$ cat src/design/uft_pkg.sv
// Purpose: Shared constants for the frame timer and root hub descriptor block
// Assumes: 32-bit register port, byte offsets as printed
// Notes: Port count setting values 2..5 are the only legal ones
package uft_pkg;
	localparam int unsigned DATA_W = 32;
	localparam int unsigned ADDR_W = 8;
	localparam logic [ADDR_W-1:0] OFS_FRAME_INTERVAL = 8'h34;
	localparam logic [ADDR_W-1:0] OFS_FRAME_TIME_LEFT = 8'h38;
	localparam logic [ADDR_W-1:0] OFS_FRAME_COUNT = 8'h3c;
	localparam logic [ADDR_W-1:0] OFS_PERIODIC_BEGIN = 8'h40;
	localparam logic [ADDR_W-1:0] OFS_SLOW_CUTOFF = 8'h44;
	localparam logic [ADDR_W-1:0] OFS_HUB_DESC_FIRST = 8'h48;
	localparam logic [ADDR_W-1:0] OFS_HUB_DESC_SECOND = 8'h4c;
	localparam int unsigned TIME_W = 14;
	localparam int unsigned COUNT_W = 16;
	localparam int unsigned SLOW_W = 12;
	localparam logic [TIME_W-1:0] RST_INTERVAL = 14'h2edf;
	localparam logic [TIME_W-1:0] RST_PERIODIC = 14'h0000;
	localparam logic [SLOW_W-1:0] RST_SLOW = 12'h628;
	localparam logic [7:0] RST_POWER_GOOD = 8'h0f;
	localparam int unsigned TOGGLE_BIT = 31;
	localparam int unsigned PSM_BIT = 8;
	localparam int unsigned NPS_BIT = 9;
	localparam int unsigned DT_BIT = 10;
	localparam int unsigned OVERCURRENT_PER_PORT_BIT = 11;
	localparam int unsigned OVERCURRENT_UNSUPPORTED_BIT = 12;
	localparam int unsigned PGD_LSB = 24;
	localparam int unsigned MASK_LSB = 16;
	localparam logic [3:0] FIELD4_USED = 4'he;
	localparam logic [3:0] RST_REMOVABLE = 4'h0;
endpackage

$ cat src/design/uft_port_defaults.sv
// Purpose: Port count and power mask defaults from the port count setting
// Assumes: Setting is static while the block runs
// Notes: Illegal settings fall back to the smallest configuration
`timescale 1ns/100ps
`default_nettype none
module uft_port_defaults (
	input wire logic [2:0] port_setting,
	input wire logic second_instance,
	output logic [7:0] port_count,
	output logic [3:0] mask_default
);
	import uft_pkg::*;
	always_comb begin
		port_count = 8'h01;
		mask_default = 4'h2;
		unique case (port_setting)
			3'h5: begin
				port_count = second_instance ? 8'h02 : 8'h03;
				mask_default = second_instance ? 4'h6 : 4'he;
			end
			3'h4: begin
				port_count = 8'h02;
				mask_default = 4'h6;
			end
			3'h3: begin
				port_count = second_instance ? 8'h01 : 8'h02;
				mask_default = second_instance ? 4'h2 : 4'h6;
			end
			3'h2: begin
				port_count = 8'h01;
				// One port only, so only its mask bit is set on either instance
				mask_default = 4'h2;
			end
			default: begin
				port_count = 8'h01;
				mask_default = 4'h2;
			end
		endcase
	end
endmodule
`default_nettype wire

$ cat src/design/uft_frame_timer.sv
// Purpose: Frame timer, frame number and root hub descriptor registers
// Assumes: Register port strobes one cycle long; pins synchronous to mclk
// Notes: Descriptor fields ignore soft_reset; timer fields obey both resets
// Summary of operation
// - Fourteen-bit down counter of bit times left, read-only, resets to 2edf.
// - At zero, interval toggle is copied into bit 31 of time left.
// - Frame interval is fourteen bits, resets to 2edf, bit times per frame.
// - Interval toggle inverts whenever software loads a new frame interval.
// - Sixteen-bit frame count, resets zero, read-only, increments on each reload.
// - Fourteen-bit writable periodic begin value, reset zero.
// - Twelve-bit writable slow packet threshold, reset 628, gates low-speed starts.
// - Port count reported in read-only eight-bit field.
// - Port count derived from port setting and instance number.
// - Power switch select: 0 ganged, 1 per port, reset 1.
// - Always powered bit: 0 switchable, 1 always on, reset 0.
// - Compound flag always reads zero.
// - Overcurrent per port bit: 0 together, 1 per port, reset 1.
// - Overcurrent unsupported bit: 0 reported, 1 unsupported, reset 0.
// - Descriptor fields reset only on hardware reset, not software reset.
// - Four-bit removable field, bits for ports 1 to 3, bit 0 reserved.
// - Four-bit port power mask, bits for ports 1 to 3, bit 0 reserved.
// - Mask default follows port setting and instance; removable resets zero.
// - Reserved bits are read-only and read zero.
//
// Implementation choice: the strobed register port.
`timescale 1ns/100ps
`default_nettype none
module uft_frame_timer #(
	parameter bit SECOND_INSTANCE = 1'b0
) (
	input wire logic mclk,
	input wire logic reset,
	input wire logic soft_reset,
	input wire logic bit_time_tick,
	input wire logic [2:0] port_setting,
	input wire logic [uft_pkg::ADDR_W-1:0] reg_addr,
	input wire logic [uft_pkg::DATA_W-1:0] reg_wdata,
	input wire logic reg_write,
	input wire logic reg_read,
	output logic [uft_pkg::DATA_W-1:0] reg_rdata,
	output logic frame_start,
	output logic periodic_begin,
	output logic slow_packet_ok,
	output logic [uft_pkg::TIME_W-1:0] time_left_counter,
	output logic [uft_pkg::COUNT_W-1:0] frame_count_value
);
	import uft_pkg::*;

	// Elaboration checks: the read mux packs fields by these positions
	if (DATA_W != 32) begin : g_bad_data_w
		$error("Register data must be 32 bits wide");
	end
	if (TIME_W - SLOW_W != 2) begin : g_bad_slow_w
		$error("Slow threshold compare assumes a field two bits narrower");
	end
	if (TOGGLE_BIT <= TIME_W || TOGGLE_BIT >= DATA_W) begin : g_bad_toggle
		$error("Toggle bit must sit above the counter field");
	end

	logic [TIME_W-1:0] frame_interval_value_r;
	logic interval_toggle_r;
	logic [TIME_W-1:0] time_left_r;
	logic time_left_toggle_r;
	logic [COUNT_W-1:0] frame_count_r;
	logic [TIME_W-1:0] periodic_begin_value_r;
	logic [SLOW_W-1:0] slow_packet_threshold_r;
	logic power_switch_select_r;
	logic always_powered_r;
	logic overcurrent_per_port_r;
	logic overcurrent_unsupported_r;
	logic [7:0] power_good_delay_r;
	logic [3:0] removable_bits_r;
	logic [3:0] port_power_mask_r;
	logic periodic_begin_r;
	logic frame_start_r;
	logic [DATA_W-1:0] rdata_r;
	logic [7:0] port_count;
	logic [3:0] mask_default;
	logic reload;
	logic hub_init_r;
	logic timer_clr;

	uft_port_defaults u_defaults (
		.port_setting(port_setting),
		.second_instance(SECOND_INSTANCE),
		.port_count(port_count),
		.mask_default(mask_default)
	);

	function automatic logic wr_hit(input logic [ADDR_W-1:0] ofs);
		return reg_write && (reg_addr == ofs);
	endfunction

	assign timer_clr = reset || soft_reset;
	assign reload = bit_time_tick && (time_left_r == '0);

	// Frame interval and its toggle
	always_ff @(posedge mclk) begin
		if (timer_clr) begin
			frame_interval_value_r <= RST_INTERVAL;
			interval_toggle_r <= 1'b0;
		end else if (wr_hit(OFS_FRAME_INTERVAL)) begin
			frame_interval_value_r <= reg_wdata[TIME_W-1:0];
			// Flip on each load so software can tell the new interval has taken effect
			interval_toggle_r <= ~interval_toggle_r;
		end
	end

	// Bit time down counter
	always_ff @(posedge mclk) begin
		if (timer_clr) begin
			time_left_r <= RST_INTERVAL;
			time_left_toggle_r <= 1'b0;
			frame_count_r <= '0;
			frame_start_r <= 1'b0;
		end else begin
			frame_start_r <= reload;
			if (reload) begin
				time_left_r <= frame_interval_value_r;
				time_left_toggle_r <= interval_toggle_r;
				frame_count_r <= frame_count_r + 16'h0001;
			end else if (bit_time_tick) begin
				time_left_r <= time_left_r - 14'h0001;
			end
		end
	end

	// Periodic window opens at the begin point and closes with the frame
	always_ff @(posedge mclk) begin
		if (timer_clr) begin
			periodic_begin_r <= 1'b0;
		end else if (reload) begin
			periodic_begin_r <= 1'b0;
		end else if (time_left_r <= periodic_begin_value_r) begin
			periodic_begin_r <= 1'b1;
		end
	end

	// Timing thresholds
	always_ff @(posedge mclk) begin
		if (timer_clr) begin
			periodic_begin_value_r <= RST_PERIODIC;
			slow_packet_threshold_r <= RST_SLOW;
		end else begin
			if (wr_hit(OFS_PERIODIC_BEGIN)) begin
				periodic_begin_value_r <= reg_wdata[TIME_W-1:0];
			end
			if (wr_hit(OFS_SLOW_CUTOFF)) begin
				slow_packet_threshold_r <= reg_wdata[SLOW_W-1:0];
			end
		end
	end

	// Descriptor fields: hardware reset only; the mask default is taken one
	// cycle after release so the strap is caught by a clocked load
	always_ff @(posedge mclk) begin
		if (reset) begin
			hub_init_r <= 1'b1;
			power_switch_select_r <= 1'b1;
			always_powered_r <= 1'b0;
			overcurrent_per_port_r <= 1'b1;
			overcurrent_unsupported_r <= 1'b0;
			power_good_delay_r <= RST_POWER_GOOD;
			removable_bits_r <= RST_REMOVABLE;
			port_power_mask_r <= 4'h0;
		end else begin
			hub_init_r <= 1'b0;
			if (hub_init_r) begin
				port_power_mask_r <= mask_default;
			end else if (wr_hit(OFS_HUB_DESC_SECOND)) begin
				port_power_mask_r <= reg_wdata[MASK_LSB +: 4] & FIELD4_USED;
			end
			if (wr_hit(OFS_HUB_DESC_SECOND)) begin
				removable_bits_r <= reg_wdata[3:0] & FIELD4_USED;
			end
			if (wr_hit(OFS_HUB_DESC_FIRST)) begin
				power_switch_select_r <= reg_wdata[PSM_BIT];
				always_powered_r <= reg_wdata[NPS_BIT];
				overcurrent_per_port_r <= reg_wdata[OVERCURRENT_PER_PORT_BIT];
				overcurrent_unsupported_r <= reg_wdata[OVERCURRENT_UNSUPPORTED_BIT];
				power_good_delay_r <= reg_wdata[PGD_LSB +: 8];
			end
		end
	end

	// Read data, valid in the cycle after the strobe only
	always_ff @(posedge mclk) begin
		if (reset || !reg_read) begin
			rdata_r <= '0;
		end else begin
			rdata_r <= '0;
			unique case (reg_addr)
				OFS_FRAME_TIME_LEFT: begin
					rdata_r[TIME_W-1:0] <= time_left_r;
					rdata_r[TOGGLE_BIT] <= time_left_toggle_r;
				end
				OFS_FRAME_COUNT: rdata_r[COUNT_W-1:0] <= frame_count_r;
				OFS_PERIODIC_BEGIN: rdata_r[TIME_W-1:0] <= periodic_begin_value_r;
				OFS_SLOW_CUTOFF: rdata_r[SLOW_W-1:0] <= slow_packet_threshold_r;
				OFS_HUB_DESC_FIRST: begin
					rdata_r[7:0] <= port_count;
					rdata_r[PSM_BIT] <= power_switch_select_r;
					rdata_r[NPS_BIT] <= always_powered_r;
					rdata_r[DT_BIT] <= 1'b0;
					rdata_r[OVERCURRENT_PER_PORT_BIT] <= overcurrent_per_port_r;
					rdata_r[OVERCURRENT_UNSUPPORTED_BIT] <= overcurrent_unsupported_r;
					rdata_r[PGD_LSB +: 8] <= power_good_delay_r;
				end
				OFS_HUB_DESC_SECOND: begin
					rdata_r[3:0] <= removable_bits_r;
					rdata_r[MASK_LSB +: 4] <= port_power_mask_r;
				end
				default: rdata_r <= '0;
			endcase
		end
	end

	assign reg_rdata = rdata_r;
	assign frame_start = frame_start_r;
	assign periodic_begin = periodic_begin_r;
	// Low-speed start allowed only while more bit times remain than the threshold
	assign slow_packet_ok = ({2'b00, slow_packet_threshold_r} < time_left_r);
	assign time_left_counter = time_left_r;
	assign frame_count_value = frame_count_r;

	// Timer checks. Each antecedent also samples the clear, so an attempt that
	// starts on the edge applying a reset is never judged against the old state.
	a_reload_value: assert property (@(posedge mclk) disable iff (timer_clr)
		(!timer_clr && reload) |=> (time_left_r == $past(frame_interval_value_r)))
		else $error("Counter did not reload the interval");

	a_toggle_copy: assert property (@(posedge mclk) disable iff (timer_clr)
		(!timer_clr && reload) |=> (time_left_toggle_r == $past(interval_toggle_r)))
		else $error("Toggle not copied at reload");

	a_toggle_hold: assert property (@(posedge mclk) disable iff (timer_clr)
		(!timer_clr && !reload) |=> $stable(time_left_toggle_r))
		else $error("Remaining toggle moved without reload");

	a_count_step: assert property (@(posedge mclk) disable iff (timer_clr)
		(!timer_clr && reload) |=> (frame_count_r == $past(frame_count_r) + 16'h0001))
		else $error("Frame count did not step");

	a_count_hold: assert property (@(posedge mclk) disable iff (timer_clr)
		(!timer_clr && !reload) |=> $stable(frame_count_r))
		else $error("Frame count moved without reload");

	a_down_count: assert property (@(posedge mclk) disable iff (timer_clr)
		(!timer_clr && bit_time_tick && !reload) |=>
		(time_left_r == $past(time_left_r) - 14'h0001))
		else $error("Counter did not count down");

	a_time_hold: assert property (@(posedge mclk) disable iff (timer_clr)
		(!timer_clr && !bit_time_tick) |=> $stable(time_left_r))
		else $error("Counter moved without a bit time");

	a_frame_pulse: assert property (@(posedge mclk) disable iff (timer_clr)
		(!timer_clr && reload) |=> frame_start_r)
		else $error("No frame start after reload");

	a_frame_quiet: assert property (@(posedge mclk) disable iff (timer_clr)
		(!timer_clr && !reload) |=> !frame_start_r)
		else $error("Frame start without reload");

	a_interval_load: assert property (@(posedge mclk) disable iff (timer_clr)
		(!timer_clr && wr_hit(OFS_FRAME_INTERVAL)) |=>
		(frame_interval_value_r == $past(reg_wdata[TIME_W-1:0])))
		else $error("Frame interval not loaded");

	a_interval_toggle: assert property (@(posedge mclk) disable iff (timer_clr)
		(!timer_clr && wr_hit(OFS_FRAME_INTERVAL)) |=>
		(interval_toggle_r != $past(interval_toggle_r)))
		else $error("Interval toggle did not invert");

	a_toggle_still: assert property (@(posedge mclk) disable iff (timer_clr)
		(!timer_clr && !wr_hit(OFS_FRAME_INTERVAL)) |=> $stable(interval_toggle_r))
		else $error("Interval toggle moved without a load");

	a_timer_clear: assert property (@(posedge mclk)
		timer_clr |=> (time_left_r == RST_INTERVAL && frame_count_r == '0
		&& !time_left_toggle_r && !interval_toggle_r))
		else $error("Timer not cleared by reset");

	a_threshold_clear: assert property (@(posedge mclk)
		timer_clr |=> (periodic_begin_value_r == RST_PERIODIC
		&& slow_packet_threshold_r == RST_SLOW && frame_interval_value_r == RST_INTERVAL))
		else $error("Thresholds not cleared by reset");

	// Periodic window
	a_periodic_open: assert property (@(posedge mclk) disable iff (timer_clr)
		(!timer_clr && !reload && time_left_r <= periodic_begin_value_r) |=> periodic_begin_r)
		else $error("Periodic window did not open");

	a_window_close: assert property (@(posedge mclk) disable iff (timer_clr)
		(!timer_clr && reload) |=> !periodic_begin_r)
		else $error("Periodic window not closed at reload");

	a_window_hold: assert property (@(posedge mclk) disable iff (timer_clr)
		(!timer_clr && periodic_begin_r && !reload) |=> periodic_begin_r)
		else $error("Periodic window closed early");

	// Descriptor checks
	a_desc_reset: assert property (@(posedge mclk)
		reset |=> (power_switch_select_r && !always_powered_r && overcurrent_per_port_r
		&& !overcurrent_unsupported_r && power_good_delay_r == RST_POWER_GOOD
		&& removable_bits_r == RST_REMOVABLE))
		else $error("Descriptor fields not at reset values");

	a_mask_load: assert property (@(posedge mclk) disable iff (reset)
		(!reset && hub_init_r) |=> (port_power_mask_r == $past(mask_default)))
		else $error("Power mask default not loaded");

	a_desc_load: assert property (@(posedge mclk) disable iff (reset)
		(!reset && wr_hit(OFS_HUB_DESC_FIRST)) |=>
		(power_switch_select_r == $past(reg_wdata[PSM_BIT])
		&& overcurrent_per_port_r == $past(reg_wdata[OVERCURRENT_PER_PORT_BIT])
		&& power_good_delay_r == $past(reg_wdata[PGD_LSB +: 8])))
		else $error("Descriptor write not taken");

	a_desc_keep: assert property (@(posedge mclk) disable iff (reset)
		(!reset && soft_reset && !reg_write && !hub_init_r) |=>
		($stable(power_good_delay_r) && $stable(port_power_mask_r)))
		else $error("Descriptor changed on soft reset");

	a_mask_reserved: assert property (@(posedge mclk) disable iff (reset)
		!port_power_mask_r[0] && !removable_bits_r[0])
		else $error("Reserved descriptor bit set");

	// Read port
	a_rdata_idle: assert property (@(posedge mclk) disable iff (reset)
		(!reset && !reg_read) |=> (reg_rdata == '0))
		else $error("Read data not zero outside a read");

	a_time_left_read: assert property (@(posedge mclk) disable iff (reset)
		(!reset && reg_read && reg_addr == OFS_FRAME_TIME_LEFT) |=>
		(reg_rdata[TIME_W-1:0] == $past(time_left_r)
		&& reg_rdata[TOGGLE_BIT-1:TIME_W] == '0
		&& reg_rdata[TOGGLE_BIT] == $past(time_left_toggle_r)))
		else $error("Time left read wrong");

	a_count_read: assert property (@(posedge mclk) disable iff (reset)
		(!reset && reg_read && reg_addr == OFS_FRAME_COUNT) |=>
		(reg_rdata[COUNT_W-1:0] == $past(frame_count_r)
		&& reg_rdata[DATA_W-1:COUNT_W] == '0))
		else $error("Frame count read wrong");

	a_slow_reserved: assert property (@(posedge mclk) disable iff (reset)
		(!reset && reg_read && reg_addr == OFS_SLOW_CUTOFF) |=>
		(reg_rdata[DATA_W-1:SLOW_W] == '0))
		else $error("Slow threshold reserved bits set");

	a_compound_zero: assert property (@(posedge mclk) disable iff (reset)
		(!reset && reg_read && reg_addr == OFS_HUB_DESC_FIRST) |=> !reg_rdata[DT_BIT])
		else $error("Compound flag read nonzero");

	c_reload: cover property (@(posedge mclk) disable iff (timer_clr) reload);
	c_periodic: cover property (@(posedge mclk) disable iff (timer_clr) $rose(periodic_begin_r));
	c_interval_write: cover property (@(posedge mclk) disable iff (timer_clr)
		wr_hit(OFS_FRAME_INTERVAL) ##[1:20] reload);
	c_soft_keep: cover property (@(posedge mclk) disable iff (reset)
		soft_reset ##1 (power_good_delay_r != RST_POWER_GOOD));
	c_slow_closed: cover property (@(posedge mclk) disable iff (timer_clr)
		$fell(slow_packet_ok));
endmodule
`default_nettype wire

$ cat config.mk
export PLATFORM = sky130hd
export DESIGN_NAME = uft_frame_timer
export DESIGN_NICKNAME = d
export VERILOG_FILES = /design/src/design/uft_pkg.sv /design/src/design/uft_port_defaults.sv /design/src/design/uft_frame_timer.sv
export SDC_FILE = /design/constraint.sdc
export NUM_CORES = 1
export LEC_CHECK = 0
export BUFFER_PORTS_ARGS = -buffer_cell sky130_fd_sc_hd__buf_4
export CAP_MARGIN = 40
export CELL_PAD_IN_SITES_DETAIL_PLACEMENT = 1
export CELL_PAD_IN_SITES_GLOBAL_PLACEMENT = 1
export CORE_ASPECT_RATIO = 1.4
export CORE_MARGIN = 2
export CORE_UTILIZATION = 41
export DETAILED_ROUTE_END_ITERATION = 7
export PLACE_DENSITY_LB_ADDON = 0.1
export SETUP_SLACK_MARGIN = 0.4
export SLEW_MARGIN = 20
export SYNTH_ARGS = -nofsm -noshare
export SYNTH_HDL_FRONTEND = slang
export SYNTH_SLANG_ARGS = --single-unit
$ cat constraint.sdc
create_clock -name mclk -period 2.4 [get_ports mclk]
set_input_delay 0 -clock mclk [delete_from_list [all_inputs] [get_ports mclk]]
set_output_delay 0 -clock mclk [all_outputs]
set_load 0.02 [all_outputs]
### Yosys cells after proc, flatten, opt, wreduce, memory -nomap -nowiden

Cells that the tools add are included.

* logic and storage cells: 69
* output and inout bits: 65
* bits of input ports: 49
* bits in registers: 126

* eq/ne operators: 10
* multiplexer cells: 12
* reduce and logical (&&, ||, !) cells: 17
* bitwise logic cells: 4
* add/sub/neg operators: 2
* order comparisons: 2

Operator list (number)
* 8-bit one-hot mux with 5 select lines: 1
* 8-bit by 7-bit equality test with 1-bit output (second input constant): 4
* 14-bit 2-to-1 mux: 2
* 8-bit by 6-bit equality test with 1-bit output (second input constant): 3
* 4-bit one-hot mux with 6 select lines: 1
* 16-bit by 1-bit adder with 16-bit output (second input constant): 1
* 14-bit less-or-equal comparator: 1
* 14-bit zero test: 1
* 12-bit by 14-bit less-than comparator with 1-bit output: 1
* 14-bit by 1-bit subtractor with 14-bit output (second input constant): 1
* 2-bit OR reduction: 5
* 4-bit 2-to-1 mux: 2
* 4-bit one-hot mux with 2 select lines: 1
* 3-bit equality test (second input constant): 2
* 1-bit logical AND: 6
* 1-bit NOT: 4
* 1-bit one-hot mux with 4 select lines: 1
* 2-bit one-hot mux with 2 select lines: 1
* 2-bit nonzero test: 2
* 3-bit by 2-bit equality test with 1-bit output (second input constant): 1
* 1-bit one-hot mux with 3 select lines: 1
* 1-bit logical OR: 2
* 1-bit one-hot mux with 2 select lines: 1
* 1-bit zero test: 1
* 1-bit 2-to-1 mux: 1

### Longest topological paths before layout

* depth after elaboration: 4
* depth in mapped cells: 8
* mapped depth without buffers: 7

### Hierarchy

From an unflattened synthesis, not the netlist that was laid out.

* cell total of the unflattened synthesis: 736
* area, all modules: 5987.0 um2

Modules (own cells, without submodules)
* uft_frame_timer: sequential area each 2442.3 um2, instances 1, cells each 719, area each 5866.9 um2
* uft_port_defaults: sequential area each 0.0 um2, instances 1, cells each 17, area each 120.1 um2

### Worst setup path before layout

No wires, ideal clock.

* path kind: register -> register
* from: register time_left_r[0] (netlist: time_left_counter[0])
* to: register frame_count_r[15] (netlist: frame_count_value[15])
* data required time: 2.284 ns
* slack: 0.443 ns
* period minus slack after synthesis: 1.957 ns
* library setup time: 0.116 ns
* cell stages (with the launch flop): 8
* arrival time: 1.840 ns
* buffers on the path: 0
* cells stage by stage: dfxtp_1 -> inv_1 -> ha_1 -> nor4b_2 -> nand2_2 -> nor4_2 -> a31oi_1 -> a41o_1

* word-level cells in the longest chain between the ends: 2

Ends and longest elaborated chain
* from (decl): RTL line uft_frame_timer.sv:62 `logic [TIME_W-1:0] time_left_r;`
* from (signal assigned): RTL line uft_frame_timer.sv:119 `time_left_r <= frame_interval_value_r;`
* from (signal assigned): RTL line uft_frame_timer.sv:123 `time_left_r <= time_left_r - 14'h0001;`
* 14-bit zero test: RTL line uft_frame_timer.sv:95 `assign reload = bit_time_tick && (time_left_r == '0);`
* 1-bit logical AND: RTL line uft_frame_timer.sv:95
* to (signal assigned): RTL line uft_frame_timer.sv:121 `frame_count_r <= frame_count_r + 16'h0001;`
* to (decl): RTL line uft_frame_timer.sv:64 `logic [COUNT_W-1:0] frame_count_r;`

No other way between the ends.
A chain may end at the register's enable or synchronous reset.

### Worst setup path in the final report

* from: register time_left_r[9] (netlist: time_left_counter[9])
* to: output port slow_packet_ok

* word-level cells in the longest chain between the ends: 1

Ends and longest elaborated chain
* 12-bit by 14-bit less-than comparator with 1-bit output: RTL line uft_frame_timer.sv:222 `assign slow_packet_ok = ({2'b00, slow_packet_threshold_r} < time_left_r);`
* to (decl): RTL line uft_frame_timer.sv:43 `output logic slow_packet_ok,`

No other way between the ends.

==> run_summary.xml <==
<?xml version="1.0" encoding="UTF-8"?>
<metrics>
  <group name="power_and_ir_drop">
    <metric name="totalPowerFinal" unit="uW">5020</metric>
    <metric name="vdd.ir_drop.worst" unit="mV">0.363</metric>
    <metric name="power-per-cell-area" unit="nW/um2">617</metric>
    <metric name="cellLeakagePower" unit="uW">0.00329</metric>
  </group>
  <group name="global_routing">
    <metric name="grt_overflow" unit="">0</metric>
    <metric name="global_route.usage.total" unit="%">28.6</metric>
    <metric name="grt_start_max_net_pins" unit="">36</metric>
    <metric name="grt_pass1_vias" unit="">6297</metric>
    <metric name="grt_first_pass_wirelength" unit="um">34400</metric>
    <metric name="antenna_found_initial" unit="">0</metric>
  </group>
  <group name="yosys">
    <metric name="synth-main-ff-cell" unit="">dfxtp_1</metric>
    <metric name="post_synth_num_cell_types" unit="">71</metric>
    <metric name="seq_area_frac_synth" unit="%">40.2</metric>
    <metric name="most_instantiated_cells_after_synthesis" unit="">123 x nand2_1, 120 x dfxtp_1, 55 x nor2_1, 35 x o21ai_0, 34 x a21oi_1</metric>
    <metric name="synthCells" unit="">717</metric>
    <metric name="synthesis.area_per_instance" unit="um2">8.33</metric>
    <metric name="synth_async_sr_flop_share" unit="%">0</metric>
    <metric name="synth.cell_area" unit="um2">5970</metric>
    <metric name="synth.top_cells.by_area" unit="">dfxtp_1 40%, nand2_1 7.7%, ha_1 5.9%</metric>
    <metric name="post-synth-top-area-fraction" unit="%">40.2</metric>
    <metric name="synth_seq_cells" unit="">120</metric>
    <metric name="yosys.area.top_type" unit="">dfxtp_1</metric>
    <metric name="yosys.cell_count.top_type" unit="">nand2_1</metric>
    <metric name="synth_enable_flop_cells" unit="">0</metric>
    <metric name="ys.warnings.count" unit="">0</metric>
  </group>
  <group name="cells_and_area">
    <metric name="final_layout_size_suffix_gt1_share" unit="%">26.0</metric>
    <metric name="nets" unit="">943</metric>
    <metric name="fill_cells" unit="">1682</metric>
    <metric name="postLayoutCoreUtil" unit="%">56.6</metric>
    <metric name="diodes_inserted" unit="">0</metric>
    <metric name="area_growth_syn_to_layout" unit="%">36.3</metric>
    <metric name="design_area" unit="um2">8140</metric>
    <metric name="multi_input_area" unit="um2">3330</metric>
    <metric name="regArea" unit="um2">2440</metric>
  </group>
  <group name="sta">
    <metric name="post-route-period-util" unit="%">83.2</metric>
    <metric name="timing.final.setup_violations" unit="">0</metric>
    <metric name="worst-slew-pin-transition" unit="ps">654</metric>
    <metric name="rsz0062_at_grt" unit="">yes</metric>
    <metric name="clock_skew" unit="ps">12.3</metric>
    <metric name="slew_headroom" unit="%">56.3</metric>
    <metric name="finalSetupTns" unit="ps">0</metric>
    <metric name="final_max_slew_viol_count" unit="">0</metric>
    <metric name="fin_worst_hold_slack" unit="ps">-0.179</metric>
    <metric name="maxClockFrequency" unit="MHz">501</metric>
    <metric name="finalWorstPathRequiredPeriod" unit="ps">2000</metric>
    <metric name="hold_viol" unit="">1</metric>
  </group>
  <group name="placed_design">
    <metric name="placed_cell_area" unit="um2">6930</metric>
    <metric name="buffer_ports.inserted" unit="">101</metric>
    <metric name="dp_hpwl" unit="um">15200</metric>
    <metric name="place_congestion" unit="">0.865</metric>
  </group>
  <group name="clocking">
    <metric name="numCtsBuffers" unit="">17</metric>
    <metric name="clkSinkCount" unit="">120</metric>
    <metric name="ctsHtreeMaxLevel" unit="">4</metric>
    <metric name="cts_tree" unit="">yes</metric>
    <metric name="clock_tree.buffer_depth" unit="">2</metric>
    <metric name="cts.root.buffer_cell" unit="">clkbuf_16</metric>
    <metric name="clk_latency" unit="ps">420</metric>
    <metric name="path_clk_slew" unit="ps">60</metric>
  </group>
  <group name="outcome">
    <metric name="failed_checks" unit="">negative hold slack</metric>
    <metric name="status" unit="">finished with violations</metric>
  </group>
  <group name="route">
    <metric name="vias_per_cell" unit="">5.66</metric>
    <metric name="finalWirelength" unit="um">22200</metric>
    <metric name="drt-pass1-iter-count" unit="">5</metric>
    <metric name="detail_route.iter0.violations" unit="">348</metric>
    <metric name="remaining_drc_errors" unit="">0</metric>
    <metric name="ant_nets" unit="">0</metric>
    <metric name="drt-wirelength-per-cell" unit="um">20.8</metric>
    <metric name="route.vias.total" unit="">6037</metric>
  </group>
  <group name="critical_path">
    <metric name="start_kind" unit="">flop</metric>
    <metric name="crit_path_max_incr_delay" unit="ps">350</metric>
    <metric name="timing.critical_path.depth" unit="">7</metric>
    <metric name="crit_arrival" unit="ps">2000</metric>
    <metric name="timing.critical_path.cells" unit="">inv_2 -&gt; ha_1 -&gt; nand4_1 -&gt; a21oi_2 -&gt; o41ai_4 -&gt; a31o_2 -&gt; buf_6</metric>
    <metric name="reg2regPathDepth" unit="">8</metric>
    <metric name="timing.critical_path.max_delay_family" unit="">compound AO/OA/AOI/OAI gates</metric>
    <metric name="worst-setup-path-type" unit="">reg2out</metric>
    <metric name="critPathRequiredTime" unit="ps">2400</metric>
    <metric name="worst-path-buf-inv" unit="">2</metric>
    <metric name="crit_slowest_cell" unit="">dfxtp_4</metric>
    <metric name="critPathMaxFanout" unit="">6</metric>
    <metric name="critical_path.endpoint_type" unit="">output port</metric>
  </group>
  <group name="floorplanning">
    <metric name="fp-row-count" unit="">52</metric>
    <metric name="chipHeight" unit="um">147</metric>
    <metric name="die_width" unit="um">106</metric>
    <metric name="initial_utilization" unit="%">41.5</metric>
    <metric name="ioPinCount" unit="">114</metric>
    <metric name="die-area" unit="um2">15600</metric>
    <metric name="floorplan.core_area" unit="um2">14400</metric>
  </group>
  <group name="worst_hold_path">
    <metric name="hold_class" unit="">in2reg</metric>
    <metric name="hold_path_depth" unit="">2</metric>
  </group>
  <group name="run">
    <metric name="maxCapViolCount" unit="">0</metric>
  </group>
</metrics>
worst paths after layout:
kind,startpoint,end,slack (ps)
worst min-delay path,bit_time_tick,time_left_counter[1]$_SDFFE_PP1P_,-0.2
worst max register to register,time_left_counter[0]$_SDFFE_PP1P_,frame_count_value[14]$_SDFFE_PP0P_,420
worst max-delay path,time_left_counter[9]$_SDFFE_PP1P_,slow_packet_ok,400
worst min register to register,port_power_mask_r[2]$_SDFFE_PP0P_,reg_rdata[18]$_SDFF_PP0_,450
layer usage:
metal  vias to the layer above  global-route usage (%)  routed length, um
met4                         0                    12.2                731
met1                      2998                    33.7               9150
met5                         -                       0                  0
li1                       2812                       -                  -
met2                       180                    50.9              11300
met3                        47                    4.48                977
layout make-up:
class,instances,share of cell area (%)
clock buffer,23,6.00
clock inverter,8,1.75
inverter,30,1.38
multi-input combinational,524,40.9
sequential,120,30.0
tap,189,2.91
timing repair buffer,173,17.1
cells in the final DEF (no fill, tap or decap), types with 5 or more instances in the layout:
| cell type | instances |
|---|---|
| a21oi_1 | 31 |
| a21oi_2 | 11 |
| a22oi_1 | 11 |
| a32oi_1 | 7 |
| and2_1 | 15 |
| and3_1 | 9 |
| and4_1 | 6 |
| buf_4 | 137 |
| clkbuf_16 | 17 |
| conb_1 | 5 |
| dfxtp_1 | 107 |
| dfxtp_2 | 5 |
| dfxtp_4 | 8 |
| dlygate4sd3_1 | 32 |
| ha_1 | 26 |
| inv_1 | 26 |
| mux2i_1 | 22 |
| nand2_1 | 124 |
| nand3_1 | 33 |
| nand3b_1 | 8 |
| nand4_1 | 15 |
| nor2_1 | 53 |
| nor3_1 | 11 |
| nor4_1 | 6 |
| o211ai_1 | 6 |
| o21ai_0 | 32 |
| xnor2_1 | 10 |
repair_timing:
item                                    4_1_cts  5_1_grt
hold endpoints to repair                     60        0
hold buffers                                 32        0
gates cloned                                  1        0
pin swaps                                     7        6
resized for setup                            34       15
buffers inserted                              8        8
endpoints found under the setup margin       14       23
sequential cells by signal (all words and copies together), names as in the netlist, 3 cells and up:
register                 flops
power_good_delay_r           8
frame_count_value           16
reg_rdata                   27
time_left_counter           14
periodic_begin_value_r      14
slow_packet_threshold_r     12
port_power_mask_r            3
frame_interval_value_r      14
removable_bits_r             3
power by group:
group | switching, uW | internal, uW | leakage, uW | total, uW
sequential | 6.02 | 1990 | 0.000969 | 2000
clock | 921 | 1840 | 0.000309 | 2760
combinational | 148 | 117 | 0.00201 | 266
total | 1080 | 3950 | 0.00329 | 5020
stage by stage:
| step | cells | hold slack, ps | setup WS [ps] |
|---|---|---|---|
| 2_1_floorplan | 721 | 27.7 | 443 |
| 3_3_place_gp | 987 | 217 | 359 |
| 3_5_place_dp | 987 | 221 | 257 |
| 4_1_cts | 1059 | 14.3 | 392 |
| 5_1_grt | 1067 | 55.9 | 381 |
| 6_report | 1067 | -0.179 | 403 |
cells by family (layout without fill, tap and decap cells):
logic type               count (synthesis)  in the layout  share of synthesized area (%)
other                                    1              5                         0.0628
flip-flops                             120            120                           40.2
AND/OR/NAND/NOR                        315            316                           26.7
XOR/XNOR                                14             14                           2.05
AO/OA/AOI/OAI                          136            136                           15.0
adder cells (fa/ha/maj)                 28             28                           5.87
buffers and inverters                   78            234                           5.89
multiplexers                            25             25                           4.25
(Power assumes the default switching activity.)
